===== src/include/cmp_ctl_pkg.sv =====
// Constants, field layouts and reset values for the comparator control logic
// Overview of operation
// - Output edges set rise or fall flags
// - Edge flags stay set until software clears
// - Status bit shows live comparator output
// - Enable bit powers each comparator independently
// - Disabled comparator: pin low, interrupts suspended
// - Rise and fall interrupts each separately enabled
// - Fall interrupt only when its enable set
// - Two-bit response mode, 0 fastest, 3 lowest power
// - Low control bits select negative hysteresis
// - Control bits 3:2 select positive hysteresis
// - Only first comparator may cause reset
// - Second comparator identical, own registers
// - Second mode register resets to 0x02
package cmp_ctl_pkg;

  // Special-function register bus shape
  localparam int ADDR_W = 8;
  localparam int DATA_W = 8;

  // Register addresses in the special-function space
  localparam logic [7:0] CTRL0_ADDR = 8'h88;
  localparam logic [7:0] MODE0_ADDR = 8'h89;
  localparam logic [7:0] CTRL1_ADDR = 8'h8c;
  localparam logic [7:0] MODE1_ADDR = 8'h8d;

  // Control register field positions
  localparam int CTRL_EN_BIT  = 7;
  localparam int CTRL_OUT_BIT = 6;
  localparam int CTRL_RIF_BIT = 5;
  localparam int CTRL_FIF_BIT = 4;
  localparam int CTRL_HYP_LSB = 2;
  localparam int CTRL_HYN_LSB = 0;
  localparam int HYST_W       = 2;

  // Mode register field positions
  localparam int MODE_RIE_BIT = 5;
  localparam int MODE_FIE_BIT = 4;
  localparam int MODE_MD_LSB  = 0;
  localparam int MD_W         = 2;

  // Reset values and masks of implemented bits
  localparam logic [7:0] CTRL_RST  = 8'h00;
  localparam logic [7:0] MODE_RST  = 8'h02;
  localparam logic [7:0] MODE_MASK = 8'h33;
  localparam logic [7:0] READ_ZERO = 8'h00;

  // Response time selection
  typedef logic [MD_W-1:0] resp_mode_t;
  localparam resp_mode_t RESP_FASTEST      = 2'h0;
  localparam resp_mode_t RESP_LOWEST_POWER = 2'h3;

  // Hysteresis selection, zero means disabled
  typedef logic [HYST_W-1:0] hyst_sel_t;
  localparam hyst_sel_t HYST_OFF = 2'h0;

endpackage


===== src/design/cmp_channel.sv =====
// One comparator channel: synchroniser, edge flags, control and mode fields
`timescale 1ns/10ps
module cmp_channel (
  input  wire logic                    i_ref_clk,
  input  wire logic                    i_rst,
  input  wire logic                    i_ce,
  input  wire logic                    i_cmp_raw,
  input  wire logic                    i_ctrl_wr,
  input  wire logic                    i_mode_wr,
  input  wire logic [7:0]              i_wdata,
  output logic                         o_enable,
  output logic                         o_state,
  output logic                         o_rise_flag,
  output logic                         o_fall_flag,
  output cmp_ctl_pkg::hyst_sel_t       o_pos_hyst,
  output cmp_ctl_pkg::hyst_sel_t       o_neg_hyst,
  output logic                         o_rise_ie,
  output logic                         o_fall_ie,
  output cmp_ctl_pkg::resp_mode_t      o_resp_mode,
  output logic                         o_pin,
  output logic                         o_rise_irq,
  output logic                         o_fall_irq
);

  logic sync1_r;   // First synchroniser stage, read only by sync2_r
  logic sync2_r;   // Settled comparator level
  logic prev_r;    // Level one cycle earlier, for edge detection
  logic rise_ev;   // Rising transition seen this cycle
  logic fall_ev;   // Falling transition seen this cycle

  // Two-flop synchroniser for the analog output
  always_ff @(posedge i_ref_clk) begin
    if (i_rst) begin
      sync1_r <= 1'b0;
      sync2_r <= 1'b0;
    end else if (i_ce) begin
      sync1_r <= i_cmp_raw;
      sync2_r <= sync1_r;
    end
  end

  // Previous level tracks the live one while disabled, so enabling makes an edge only if the level changed at the edge that set the enable bit
  always_ff @(posedge i_ref_clk) begin
    if (i_rst) begin
      prev_r <= 1'b0;
    end else if (i_ce) begin
      prev_r <= sync2_r;
    end
  end

  // Edges count only while enabled and once per transition
  assign rise_ev = o_enable & sync2_r & ~prev_r;
  assign fall_ev = o_enable & ~sync2_r & prev_r;

  // Enable and hysteresis fields of the control register
  always_ff @(posedge i_ref_clk) begin
    if (i_rst) begin
      o_enable   <= cmp_ctl_pkg::CTRL_RST[cmp_ctl_pkg::CTRL_EN_BIT];
      o_pos_hyst <= cmp_ctl_pkg::HYST_OFF;
      o_neg_hyst <= cmp_ctl_pkg::HYST_OFF;
    end else if (i_ce && i_ctrl_wr) begin
      o_enable   <= i_wdata[cmp_ctl_pkg::CTRL_EN_BIT];
      o_pos_hyst <= i_wdata[cmp_ctl_pkg::CTRL_HYP_LSB +: cmp_ctl_pkg::HYST_W];
      o_neg_hyst <= i_wdata[cmp_ctl_pkg::CTRL_HYN_LSB +: cmp_ctl_pkg::HYST_W];
    end
  end

  // Sticky edge flags; a hardware set wins over a software clear
  always_ff @(posedge i_ref_clk) begin
    if (i_rst) begin
      o_rise_flag <= cmp_ctl_pkg::CTRL_RST[cmp_ctl_pkg::CTRL_RIF_BIT];
      o_fall_flag <= cmp_ctl_pkg::CTRL_RST[cmp_ctl_pkg::CTRL_FIF_BIT];
    end else if (i_ce) begin
      if (rise_ev) begin
        o_rise_flag <= 1'b1;
      end else if (i_ctrl_wr) begin
        o_rise_flag <= i_wdata[cmp_ctl_pkg::CTRL_RIF_BIT];
      end
      if (fall_ev) begin
        o_fall_flag <= 1'b1;
      end else if (i_ctrl_wr) begin
        o_fall_flag <= i_wdata[cmp_ctl_pkg::CTRL_FIF_BIT];
      end
    end
  end

  // Mode register: interrupt enables and response time, unused bits dropped
  always_ff @(posedge i_ref_clk) begin
    if (i_rst) begin
      o_rise_ie   <= cmp_ctl_pkg::MODE_RST[cmp_ctl_pkg::MODE_RIE_BIT];
      o_fall_ie   <= cmp_ctl_pkg::MODE_RST[cmp_ctl_pkg::MODE_FIE_BIT];
      o_resp_mode <= cmp_ctl_pkg::MODE_RST[cmp_ctl_pkg::MODE_MD_LSB +: cmp_ctl_pkg::MD_W];
    end else if (i_ce && i_mode_wr) begin
      o_rise_ie   <= i_wdata[cmp_ctl_pkg::MODE_RIE_BIT];
      o_fall_ie   <= i_wdata[cmp_ctl_pkg::MODE_FIE_BIT];
      o_resp_mode <= i_wdata[cmp_ctl_pkg::MODE_MD_LSB +: cmp_ctl_pkg::MD_W];
    end
  end

  // Routed pin output, held low while the comparator is off
  always_ff @(posedge i_ref_clk) begin
    if (i_rst) begin
      o_pin <= 1'b0;
    end else if (i_ce) begin
      o_pin <= o_enable & sync2_r;
    end
  end

  // Live status reads low while disabled, matching the forced pin level
  assign o_state = o_enable & sync2_r;

  // Interrupt requests gated by enable bit and comparator power
  assign o_rise_irq = o_rise_flag & o_rise_ie & o_enable;
  assign o_fall_irq = o_fall_flag & o_fall_ie & o_enable;

endmodule


===== src/design/analog_comparator_control.sv =====
// Top of the two-comparator control block with its special-function registers
`timescale 1ns/10ps
module analog_comparator_control (
  input  wire logic                    i_ref_clk,
  input  wire logic                    i_rst,
  input  wire logic                    i_ce,
  input  wire logic [7:0]              i_sfr_addr,
  input  wire logic [7:0]              i_sfr_wdata,
  input  wire logic                    i_sfr_wr,
  input  wire logic                    i_sfr_rd,
  output logic      [7:0]              o_sfr_rdata,
  output logic                         o_sfr_hit,
  input  wire logic                    i_cmp0_raw,
  input  wire logic                    i_cmp1_raw,
  input  wire logic                    i_cmp0_rst_src_en,
  output logic                         o_cmp0_enable,
  output cmp_ctl_pkg::resp_mode_t      o_cmp0_resp_mode,
  output cmp_ctl_pkg::hyst_sel_t       o_cmp0_pos_hyst,
  output cmp_ctl_pkg::hyst_sel_t       o_cmp0_neg_hyst,
  output logic                         o_cmp0_pin,
  output logic                         o_cmp0_rise_irq,
  output logic                         o_cmp0_fall_irq,
  output logic                         o_cmp0_reset_req,
  output logic                         o_cmp1_enable,
  output cmp_ctl_pkg::resp_mode_t      o_cmp1_resp_mode,
  output cmp_ctl_pkg::hyst_sel_t       o_cmp1_pos_hyst,
  output cmp_ctl_pkg::hyst_sel_t       o_cmp1_neg_hyst,
  output logic                         o_cmp1_pin,
  output logic                         o_cmp1_rise_irq,
  output logic                         o_cmp1_fall_irq
);

  // Address decode strobes
  logic ctrl0_sel;   // Control register of comparator 0 addressed
  logic mode0_sel;   // Mode register of comparator 0 addressed
  logic ctrl1_sel;   // Control register of comparator 1 addressed
  logic mode1_sel;   // Mode register of comparator 1 addressed
  logic ctrl0_wr;    // Write to control 0
  logic mode0_wr;    // Write to mode 0
  logic ctrl1_wr;    // Write to control 1
  logic mode1_wr;    // Write to mode 1
  logic mode_rd;     // Read of either mode register

  // Per-channel state seen by the read mux
  logic c0_state;    // Comparator 0 live level
  logic c0_rise;     // Comparator 0 rising flag
  logic c0_fall;     // Comparator 0 falling flag
  logic c0_rie;      // Comparator 0 rising interrupt enable
  logic c0_fie;      // Comparator 0 falling interrupt enable
  logic c1_state;    // Comparator 1 live level
  logic c1_rise;     // Comparator 1 rising flag
  logic c1_fall;     // Comparator 1 falling flag
  logic c1_rie;      // Comparator 1 rising interrupt enable
  logic c1_fie;      // Comparator 1 falling interrupt enable

  logic [7:0] ctrl0_byte;  // Assembled control 0 read value
  logic [7:0] mode0_byte;  // Assembled mode 0 read value
  logic [7:0] ctrl1_byte;  // Assembled control 1 read value
  logic [7:0] mode1_byte;  // Assembled mode 1 read value
  logic [7:0] rdata_nxt;   // Read data for the addressed register
  logic       rst_cond;    // Comparator 0 asks for a system reset

  // Decode of the four registers
  assign ctrl0_sel = (i_sfr_addr == cmp_ctl_pkg::CTRL0_ADDR);
  assign mode0_sel = (i_sfr_addr == cmp_ctl_pkg::MODE0_ADDR);
  assign ctrl1_sel = (i_sfr_addr == cmp_ctl_pkg::CTRL1_ADDR);
  assign mode1_sel = (i_sfr_addr == cmp_ctl_pkg::MODE1_ADDR);
  assign ctrl0_wr  = i_sfr_wr & ctrl0_sel;
  assign mode0_wr  = i_sfr_wr & mode0_sel;
  assign ctrl1_wr  = i_sfr_wr & ctrl1_sel;
  assign mode1_wr  = i_sfr_wr & mode1_sel;
  assign mode_rd   = i_sfr_rd & (mode0_sel | mode1_sel);

  // Comparator 0, the only one wired to the reset logic
  cmp_channel u_cmp0 (
    .i_ref_clk   (i_ref_clk),
    .i_rst       (i_rst),
    .i_ce        (i_ce),
    .i_cmp_raw   (i_cmp0_raw),
    .i_ctrl_wr   (ctrl0_wr),
    .i_mode_wr   (mode0_wr),
    .i_wdata     (i_sfr_wdata),
    .o_enable    (o_cmp0_enable),
    .o_state     (c0_state),
    .o_rise_flag (c0_rise),
    .o_fall_flag (c0_fall),
    .o_pos_hyst  (o_cmp0_pos_hyst),
    .o_neg_hyst  (o_cmp0_neg_hyst),
    .o_rise_ie   (c0_rie),
    .o_fall_ie   (c0_fie),
    .o_resp_mode (o_cmp0_resp_mode),
    .o_pin       (o_cmp0_pin),
    .o_rise_irq  (o_cmp0_rise_irq),
    .o_fall_irq  (o_cmp0_fall_irq)
  );

  // Comparator 1 reuses the same channel with its own registers
  cmp_channel u_cmp1 (
    .i_ref_clk   (i_ref_clk),
    .i_rst       (i_rst),
    .i_ce        (i_ce),
    .i_cmp_raw   (i_cmp1_raw),
    .i_ctrl_wr   (ctrl1_wr),
    .i_mode_wr   (mode1_wr),
    .i_wdata     (i_sfr_wdata),
    .o_enable    (o_cmp1_enable),
    .o_state     (c1_state),
    .o_rise_flag (c1_rise),
    .o_fall_flag (c1_fall),
    .o_pos_hyst  (o_cmp1_pos_hyst),
    .o_neg_hyst  (o_cmp1_neg_hyst),
    .o_rise_ie   (c1_rie),
    .o_fall_ie   (c1_fie),
    .o_resp_mode (o_cmp1_resp_mode),
    .o_pin       (o_cmp1_pin),
    .o_rise_irq  (o_cmp1_rise_irq),
    .o_fall_irq  (o_cmp1_fall_irq)
  );

  // Control bytes: enable, live status, flags, hysteresis
  always_comb begin
    ctrl0_byte = cmp_ctl_pkg::READ_ZERO;
    ctrl0_byte[cmp_ctl_pkg::CTRL_EN_BIT]  = o_cmp0_enable;
    ctrl0_byte[cmp_ctl_pkg::CTRL_OUT_BIT] = c0_state;
    ctrl0_byte[cmp_ctl_pkg::CTRL_RIF_BIT] = c0_rise;
    ctrl0_byte[cmp_ctl_pkg::CTRL_FIF_BIT] = c0_fall;
    ctrl0_byte[cmp_ctl_pkg::CTRL_HYP_LSB +: cmp_ctl_pkg::HYST_W] = o_cmp0_pos_hyst;
    ctrl0_byte[cmp_ctl_pkg::CTRL_HYN_LSB +: cmp_ctl_pkg::HYST_W] = o_cmp0_neg_hyst;
    ctrl1_byte = cmp_ctl_pkg::READ_ZERO;
    ctrl1_byte[cmp_ctl_pkg::CTRL_EN_BIT]  = o_cmp1_enable;
    ctrl1_byte[cmp_ctl_pkg::CTRL_OUT_BIT] = c1_state;
    ctrl1_byte[cmp_ctl_pkg::CTRL_RIF_BIT] = c1_rise;
    ctrl1_byte[cmp_ctl_pkg::CTRL_FIF_BIT] = c1_fall;
    ctrl1_byte[cmp_ctl_pkg::CTRL_HYP_LSB +: cmp_ctl_pkg::HYST_W] = o_cmp1_pos_hyst;
    ctrl1_byte[cmp_ctl_pkg::CTRL_HYN_LSB +: cmp_ctl_pkg::HYST_W] = o_cmp1_neg_hyst;
  end

  // Mode bytes: unimplemented bits stay zero
  always_comb begin
    mode0_byte = cmp_ctl_pkg::READ_ZERO;
    mode0_byte[cmp_ctl_pkg::MODE_RIE_BIT] = c0_rie;
    mode0_byte[cmp_ctl_pkg::MODE_FIE_BIT] = c0_fie;
    mode0_byte[cmp_ctl_pkg::MODE_MD_LSB +: cmp_ctl_pkg::MD_W] = o_cmp0_resp_mode;
    mode1_byte = cmp_ctl_pkg::READ_ZERO;
    mode1_byte[cmp_ctl_pkg::MODE_RIE_BIT] = c1_rie;
    mode1_byte[cmp_ctl_pkg::MODE_FIE_BIT] = c1_fie;
    mode1_byte[cmp_ctl_pkg::MODE_MD_LSB +: cmp_ctl_pkg::MD_W] = o_cmp1_resp_mode;
  end

  // Read mux; an unmapped address answers zero
  always_comb begin
    if (ctrl0_sel) begin
      rdata_nxt = ctrl0_byte;
    end else if (mode0_sel) begin
      rdata_nxt = mode0_byte;
    end else if (ctrl1_sel) begin
      rdata_nxt = ctrl1_byte;
    end else if (mode1_sel) begin
      rdata_nxt = mode1_byte;
    end else begin
      rdata_nxt = cmp_ctl_pkg::READ_ZERO;
    end
  end

  // Registered read answer, one cycle after the read strobe
  always_ff @(posedge i_ref_clk) begin
    if (i_rst) begin
      o_sfr_rdata <= cmp_ctl_pkg::READ_ZERO;
      o_sfr_hit   <= 1'b0;
    end else if (i_ce) begin
      if (i_sfr_rd) begin
        o_sfr_rdata <= rdata_nxt;
        o_sfr_hit   <= ctrl0_sel | mode0_sel | ctrl1_sel | mode1_sel;
      end else begin
        o_sfr_hit   <= 1'b0;
      end
    end
  end

  // Reset request while comparator 0 is on, chosen as source, and its output low
  assign rst_cond = o_cmp0_enable & i_cmp0_rst_src_en & ~c0_state;

  // Registered so a glitch on the live level cannot pulse the reset tree
  always_ff @(posedge i_ref_clk) begin
    if (i_rst) begin
      o_cmp0_reset_req <= 1'b0;
    end else if (i_ce) begin
      o_cmp0_reset_req <= rst_cond;
    end
  end

  // A rise of the live level while enabled must mark the rising flag
  property p_rise_sets;
    @(posedge i_ref_clk) disable iff (i_rst)
      (i_ce && o_cmp0_enable && $past(o_cmp0_enable) && $rose(c0_state)) |=> c0_rise;
  endproperty
  a_rise_sets: assert property (p_rise_sets)
    else $error("rising edge did not set rise flag");

  // A fall of the live level while enabled must mark the falling flag
  property p_fall_sets;
    @(posedge i_ref_clk) disable iff (i_rst)
      (i_ce && o_cmp0_enable && $past(o_cmp0_enable) && $fell(c0_state)) |=> c0_fall;
  endproperty
  a_fall_sets: assert property (p_fall_sets)
    else $error("falling edge did not set fall flag");

  // Without a control write a set flag stays set
  property p_flag_sticky;
    @(posedge i_ref_clk) disable iff (i_rst)
      (c1_rise && !ctrl1_wr) |=> c1_rise;
  endproperty
  a_flag_sticky: assert property (p_flag_sticky)
    else $error("rise flag dropped without a write");

  // Writing the enable bit takes effect at the next edge
  property p_enable_write;
    @(posedge i_ref_clk) disable iff (i_rst)
      (i_ce && ctrl0_wr) |=> (o_cmp0_enable == $past(i_sfr_wdata[cmp_ctl_pkg::CTRL_EN_BIT]));
  endproperty
  a_enable_write: assert property (p_enable_write)
    else $error("enable bit did not follow the write");

  // A disabled comparator drives its pin low and raises no rising interrupt
  property p_off_quiet;
    @(posedge i_ref_clk) disable iff (i_rst)
      (i_ce && !o_cmp1_enable) |=> (!o_cmp1_pin && (!o_cmp1_rise_irq || o_cmp1_enable));
  endproperty
  a_off_quiet: assert property (p_off_quiet)
    else $error("disabled comparator still active");

  // A flagged rise with its enable set requests an interrupt
  property p_rise_irq;
    @(posedge i_ref_clk) disable iff (i_rst)
      (c0_rise && c0_rie && o_cmp0_enable) |-> o_cmp0_rise_irq;
  endproperty
  a_rise_irq: assert property (p_rise_irq)
    else $error("rise interrupt missing");

  // No falling interrupt while its enable is clear
  property p_fall_irq_gate;
    @(posedge i_ref_clk) disable iff (i_rst)
      (!c0_fie || !c0_fall) |-> !o_cmp0_fall_irq;
  endproperty
  a_fall_irq_gate: assert property (p_fall_irq_gate)
    else $error("fall interrupt raised while disabled");

  // The reset request follows its cause one cycle later
  property p_reset_req;
    @(posedge i_ref_clk) disable iff (i_rst)
      $past(i_ce) |-> (o_cmp0_reset_req == $past(rst_cond));
  endproperty
  a_reset_req: assert property (p_reset_req)
    else $error("reset request does not follow comparator 0");

  // Right after reset the second mode register holds response mode 2
  property p_mode1_reset;
    @(posedge i_ref_clk) disable iff (i_rst)
      $past(i_rst) |-> (mode1_byte == cmp_ctl_pkg::MODE_RST);
  endproperty
  a_mode1_reset: assert property (p_mode1_reset)
    else $error("mode register 1 reset value wrong");

  // Mode reads never show unimplemented bits
  property p_unused_zero;
    @(posedge i_ref_clk) disable iff (i_rst)
      ($past(i_ce) && $past(mode_rd)) |-> ((o_sfr_rdata & ~cmp_ctl_pkg::MODE_MASK) == 8'h00);
  endproperty
  a_unused_zero: assert property (p_unused_zero)
    else $error("unused mode bits read nonzero");

  // A set falling flag of comparator 0 survives until software writes control 0
  property p_fall_sticky;
    @(posedge i_ref_clk) disable iff (i_rst)
      (c0_fall && !ctrl0_wr) |=> c0_fall;
  endproperty
  a_fall_sticky: assert property (p_fall_sticky)
    else $error("fall flag dropped without a write");

  // The routed pin repeats the gated live level one cycle later
  property p_pin_follows;
    @(posedge i_ref_clk) disable iff (i_rst)
      ($past(i_ce) && !$past(i_rst)) |-> (o_cmp0_pin == $past(c0_state));
  endproperty
  a_pin_follows: assert property (p_pin_follows)
    else $error("pin does not follow comparator 0");

  // Mode writes to comparator 1 land in its own interrupt enables
  property p_mode1_write;
    @(posedge i_ref_clk) disable iff (i_rst)
      (i_ce && mode1_wr) |=>
        ((c1_rie == $past(i_sfr_wdata[cmp_ctl_pkg::MODE_RIE_BIT])) &&
         (c1_fie == $past(i_sfr_wdata[cmp_ctl_pkg::MODE_FIE_BIT])));
  endproperty
  a_mode1_write: assert property (p_mode1_write)
    else $error("mode register 1 write lost");

  // A frozen clock enable keeps enable and flags where they are
  property p_ce_freeze;
    @(posedge i_ref_clk) disable iff (i_rst)
      !i_ce |=> ($stable(o_cmp0_enable) && $stable(c0_rise) && $stable(c0_fall));
  endproperty
  a_ce_freeze: assert property (p_ce_freeze)
    else $error("state moved while the clock enable was low");

endmodule


===== config.mk =====
export PLATFORM = sky130hd
export DESIGN_NAME = analog_comparator_control
export DESIGN_NICKNAME = d
export VERILOG_FILES = /design/src/include/cmp_ctl_pkg.sv /design/src/design/cmp_channel.sv /design/src/design/analog_comparator_control.sv
export SDC_FILE = /design/constraint.sdc
export NUM_CORES = 1
export LEC_CHECK = 0
export ABC_AREA = 1
export BUFFER_PORTS_ARGS = -buffer_cell sky130_fd_sc_hd__buf_2
export CORE_ASPECT_RATIO = 1.25
export CORE_MARGIN = 4
export CORE_UTILIZATION = 58
export CTS_BUF_LIST = sky130_fd_sc_hd__clkbuf_8
export CTS_CLUSTER_SIZE = 20
export DETAILED_ROUTE_END_ITERATION = 8
export PLACE_DENSITY = 0.94
export SLEW_MARGIN = 20
export SYNTH_ARGS = -nofsm -noshare
export SYNTH_HDL_FRONTEND = slang
export SYNTH_SLANG_ARGS = --single-unit
export TNS_END_PERCENT = 50

===== constraint.sdc =====
create_clock -name i_ref_clk -period 3.08 [get_ports i_ref_clk]
set_input_delay 0.462 -clock i_ref_clk [delete_from_list [all_inputs] [get_ports i_ref_clk]]
set_output_delay 0.462 -clock i_ref_clk [all_outputs]
set_load 0.05 [all_outputs]

==> results_dict.tcl <==
set metrics [dict create \
    worst-slew-pin-transition_ns 0.6749 \
    clk_pin_slew_worst_paths_ns 0.08 \
    synthArstFlopShare 0 \
    synth_top_area_frac 0.4148 \
    area_growth_pct 17.24 \
    ir_worst_vdd_mv 0.3016 \
    final_antenna_net_count 0 \
    slowest_delay_ns 0.47 \
    finalSetupViolations 0 \
    cts_tree "yes" \
    antenna_found_initial 0 \
    firstDrtPassIters 4 \
    synth_edf_count 0 \
    critPathKind "flop to output pin" \
    cp-start-kind "flop" \
    cp_top_family "flip-flops" \
    synthTopCellsByCount "nor2_1, nand2_1, dfxtp_1" \
    outcome "complete, no violations" \
    syn_avg_cell_area_um2 7.124 \
    vias_per_cell 5.084 \
    drv_cap 0 \
    post-route-period-util 0.6057 \
    yosys_warnings 0 \
    fin_skew_ns 0.005954 \
    synth.distinct_cells 29 \
    cp_slowest_cell "dfxtp_1" \
    pin_count 54 \
    vias 1825 \
    die_h_um 72.51 \
    dp.cells 352 \
    grt_pass1_wl_um 7189 \
    dpl.hpwl_um 3205 \
    overflow 0 \
    gp_congestion 0.8279 \
    netlist_area_mm2 0.001931 \
    rsz0062_at_grt "false" \
    core_mm2 0.003194 \
    cts_resized 0 \
    crit_fanout 7 \
    clk-insertion-delay-late_ns 0.30 \
    seq_area_frac_synth 0.4148 \
    synth_top_area_cell "dfxtp_1" \
    cellLeakagePower_nw 1.161 \
    drt_iter0_markers 110 \
    drc_errors 0 \
    htree_levels 2 \
    start_util 0.6044 \
    synthCells 271 \
    antenna_cells 0 \
    fin_area_mm2 0.002263 \
    drt-total-wl_um 4377 \
    crit_chain "inv_1 > nor3_1 > buf_2" \
    synth_most_common_cell "nor2_1" \
    utilization 0.7086 \
    synth_flop_cell "dfxtp_1" \
    grt_pass1_vias 1618 \
    hold_ws_ns 0.3837 \
    syn_nets 295 \
    drv_slew 0 \
    grt_max_degree 26 \
    port_buffers 52 \
    worst_ep_required_time_ns 2.62 \
    ys_ff_latch 40 \
    wire_per_inst_um 12.19 \
    die-area_mm2 0.004322 \
    power.density_mw_per_mm2 433.6 \
    worst-path-buf-inv 2 \
    clock.fmax_mhz 536.0 \
    endpoint_kind "output pin" \
    clock-sinks 40 \
    chipWidth_um 59.61 \
    relSlewSlack 0.5496 \
    tns_ns 0 \
    cts_buffers 5 \
    drive_gt1_frac 0.2733 \
    postCtsHoldBufs 0 \
    row_count 23 \
    clock_path_buffers 2 \
    hold_class "input pin to flop" \
    fin_crit_ns 1.866 \
    hold_violations 0 \
    postCtsSetupRepairBufs 0 \
    grtUsageTotal 0.2204 \
    cts_root_buffer "clkbuf_8" \
    critical_path_arrival_ns 1.40 \
    dpl_cell_area_mm2 0.002182 \
    synthTopCellsByArea "dfxtp_1, nor2_1, nand2_1" \
    nets 346 \
    instances_no_fill 359 \
]
[flip-flops by register name, indices dropped and copies added (netlist names), 2 cells and up]
signal	flops
u_cmp1.o_neg_hyst	2
o_sfr_rdata	8
u_cmp0.o_neg_hyst	2
u_cmp1.o_resp_mode	2
u_cmp0.o_resp_mode	2
u_cmp1.o_pos_hyst	2
u_cmp0.o_pos_hyst	2
[stage by stage]
step                      setup WS, ns  power [W]
after floorplan                 0.6942  0.0006268
after global placement           1.401  0.0006564
after detailed placement         1.361  0.0006582
after CTS                        1.216  0.0009885
after global routing             1.112   0.001019
final                            1.214  0.0009815
[power breakdown]
| part | switching, W | total (W) | leakage, nW | internal [W] |
|---|---|---|---|---|
| sequential | 0.00000569 | 0.000535 | 0.325 | 0.000529 |
| clock | 0.000181 | 0.000334 | 0.0400 | 0.000153 |
| combinational | 0.0000798 | 0.000113 | 0.796 | 0.0000328 |
[per-layer routing]
| layer | up-vias | GRT usage | wire (µm) |
|---|---|---|---|
| li1 | 951 | - | - |
| met1 | 812 | 0.2611 | 1743 |
| met2 | 55 | 0.3742 | 2230 |
| met3 | 7 | 0.05516 | 336 |
| met4 | 0 | 0.08867 | 65 |
| met5 | - | 0 | 0 |
[cell families after synthesis]
logic type	share of synthesized area
buffers and inverters	0.1076
flip-flops	0.4148
AND/OR/NAND/NOR	0.3539
AO/OA/AOI/OAI	0.1238
[tightest hold or removal path: cells and delay by family]
kind / cells / cell delay [ns]
buffers and inverters: 1 / 0.08
AND/OR/NAND/NOR: 2 / 0.11
[cell type report]
cell class / count / area [µm²]
Sequential cell: 40 / 800.8
Tap cell: 37 / 46.29
Clock inverter: 2 / 12.51
Inverter: 40 / 152.6
Multi-Input combinational cell: 183 / 922.1
Clock buffer: 5 / 68.82
Timing Repair Buffer: 52 / 260.3
Fill cell: 270 / 930.9
[path summary, 6_finish.rpt]
kind | to | startpoint | slack, ns | cells past startpoint
max | o_cmp0_fall_irq | u_cmp0.o_enable$_SDFFE_PP0P_ | 1.21 | 3
min | u_cmp1.sync1_r$_SDFFE_PP0P_ | i_cmp1_raw | 0.38 | 3
min reg2reg | u_cmp0.o_neg_hyst[0]$_SDFFE_PP0P_ | u_cmp0.o_neg_hyst[0]$_SDFFE_PP0P_ | 0.46 | 2
max reg2reg | u_cmp0.o_rise_flag$_SDFFE_PP0P_ | u_cmp0.o_enable$_SDFFE_PP0P_ | 2.05 | 6
[cell usage in the layout (no fill, tap or decap)]
| master | Yosys | final |
|---|---|---|
| nor2_1 | 49 | 49 |
| dfxtp_1 | 40 | 40 |
| o21ai_1 | 7 | 7 |
| nor3b_1 | 1 | 1 |
| clkinv_1 | 1 | 1 |
| nor2_2 | 1 | 1 |
| o211ai_2 | 1 | 1 |
| nand3_4 | 1 | 1 |
| o211ai_1 | 2 | 2 |
| nor2_4 | 4 | 4 |
| nor2_8 | 2 | 2 |
| inv_4 | 1 | 1 |
| o21ai_2 | 1 | 1 |
| nand2_1 | 45 | 45 |
| a21oi_1 | 17 | 17 |
| nand3_1 | 21 | 21 |
| inv_1 | 32 | 32 |
| nor3_1 | 2 | 2 |
| clkbuf_8 | 0 | 5 |
| nand3_2 | 2 | 2 |
| nand4_1 | 1 | 1 |
| a211oi_1 | 1 | 1 |
| clkinv_2 | 0 | 1 |
| clkinvlp_4 | 0 | 1 |
| o21ai_0 | 15 | 15 |
| nand2_4 | 2 | 2 |
| buf_2 | 2 | 52 |
| inv_2 | 6 | 6 |
| nand2_2 | 8 | 8 |
Power figures use the tool's default switching activity.
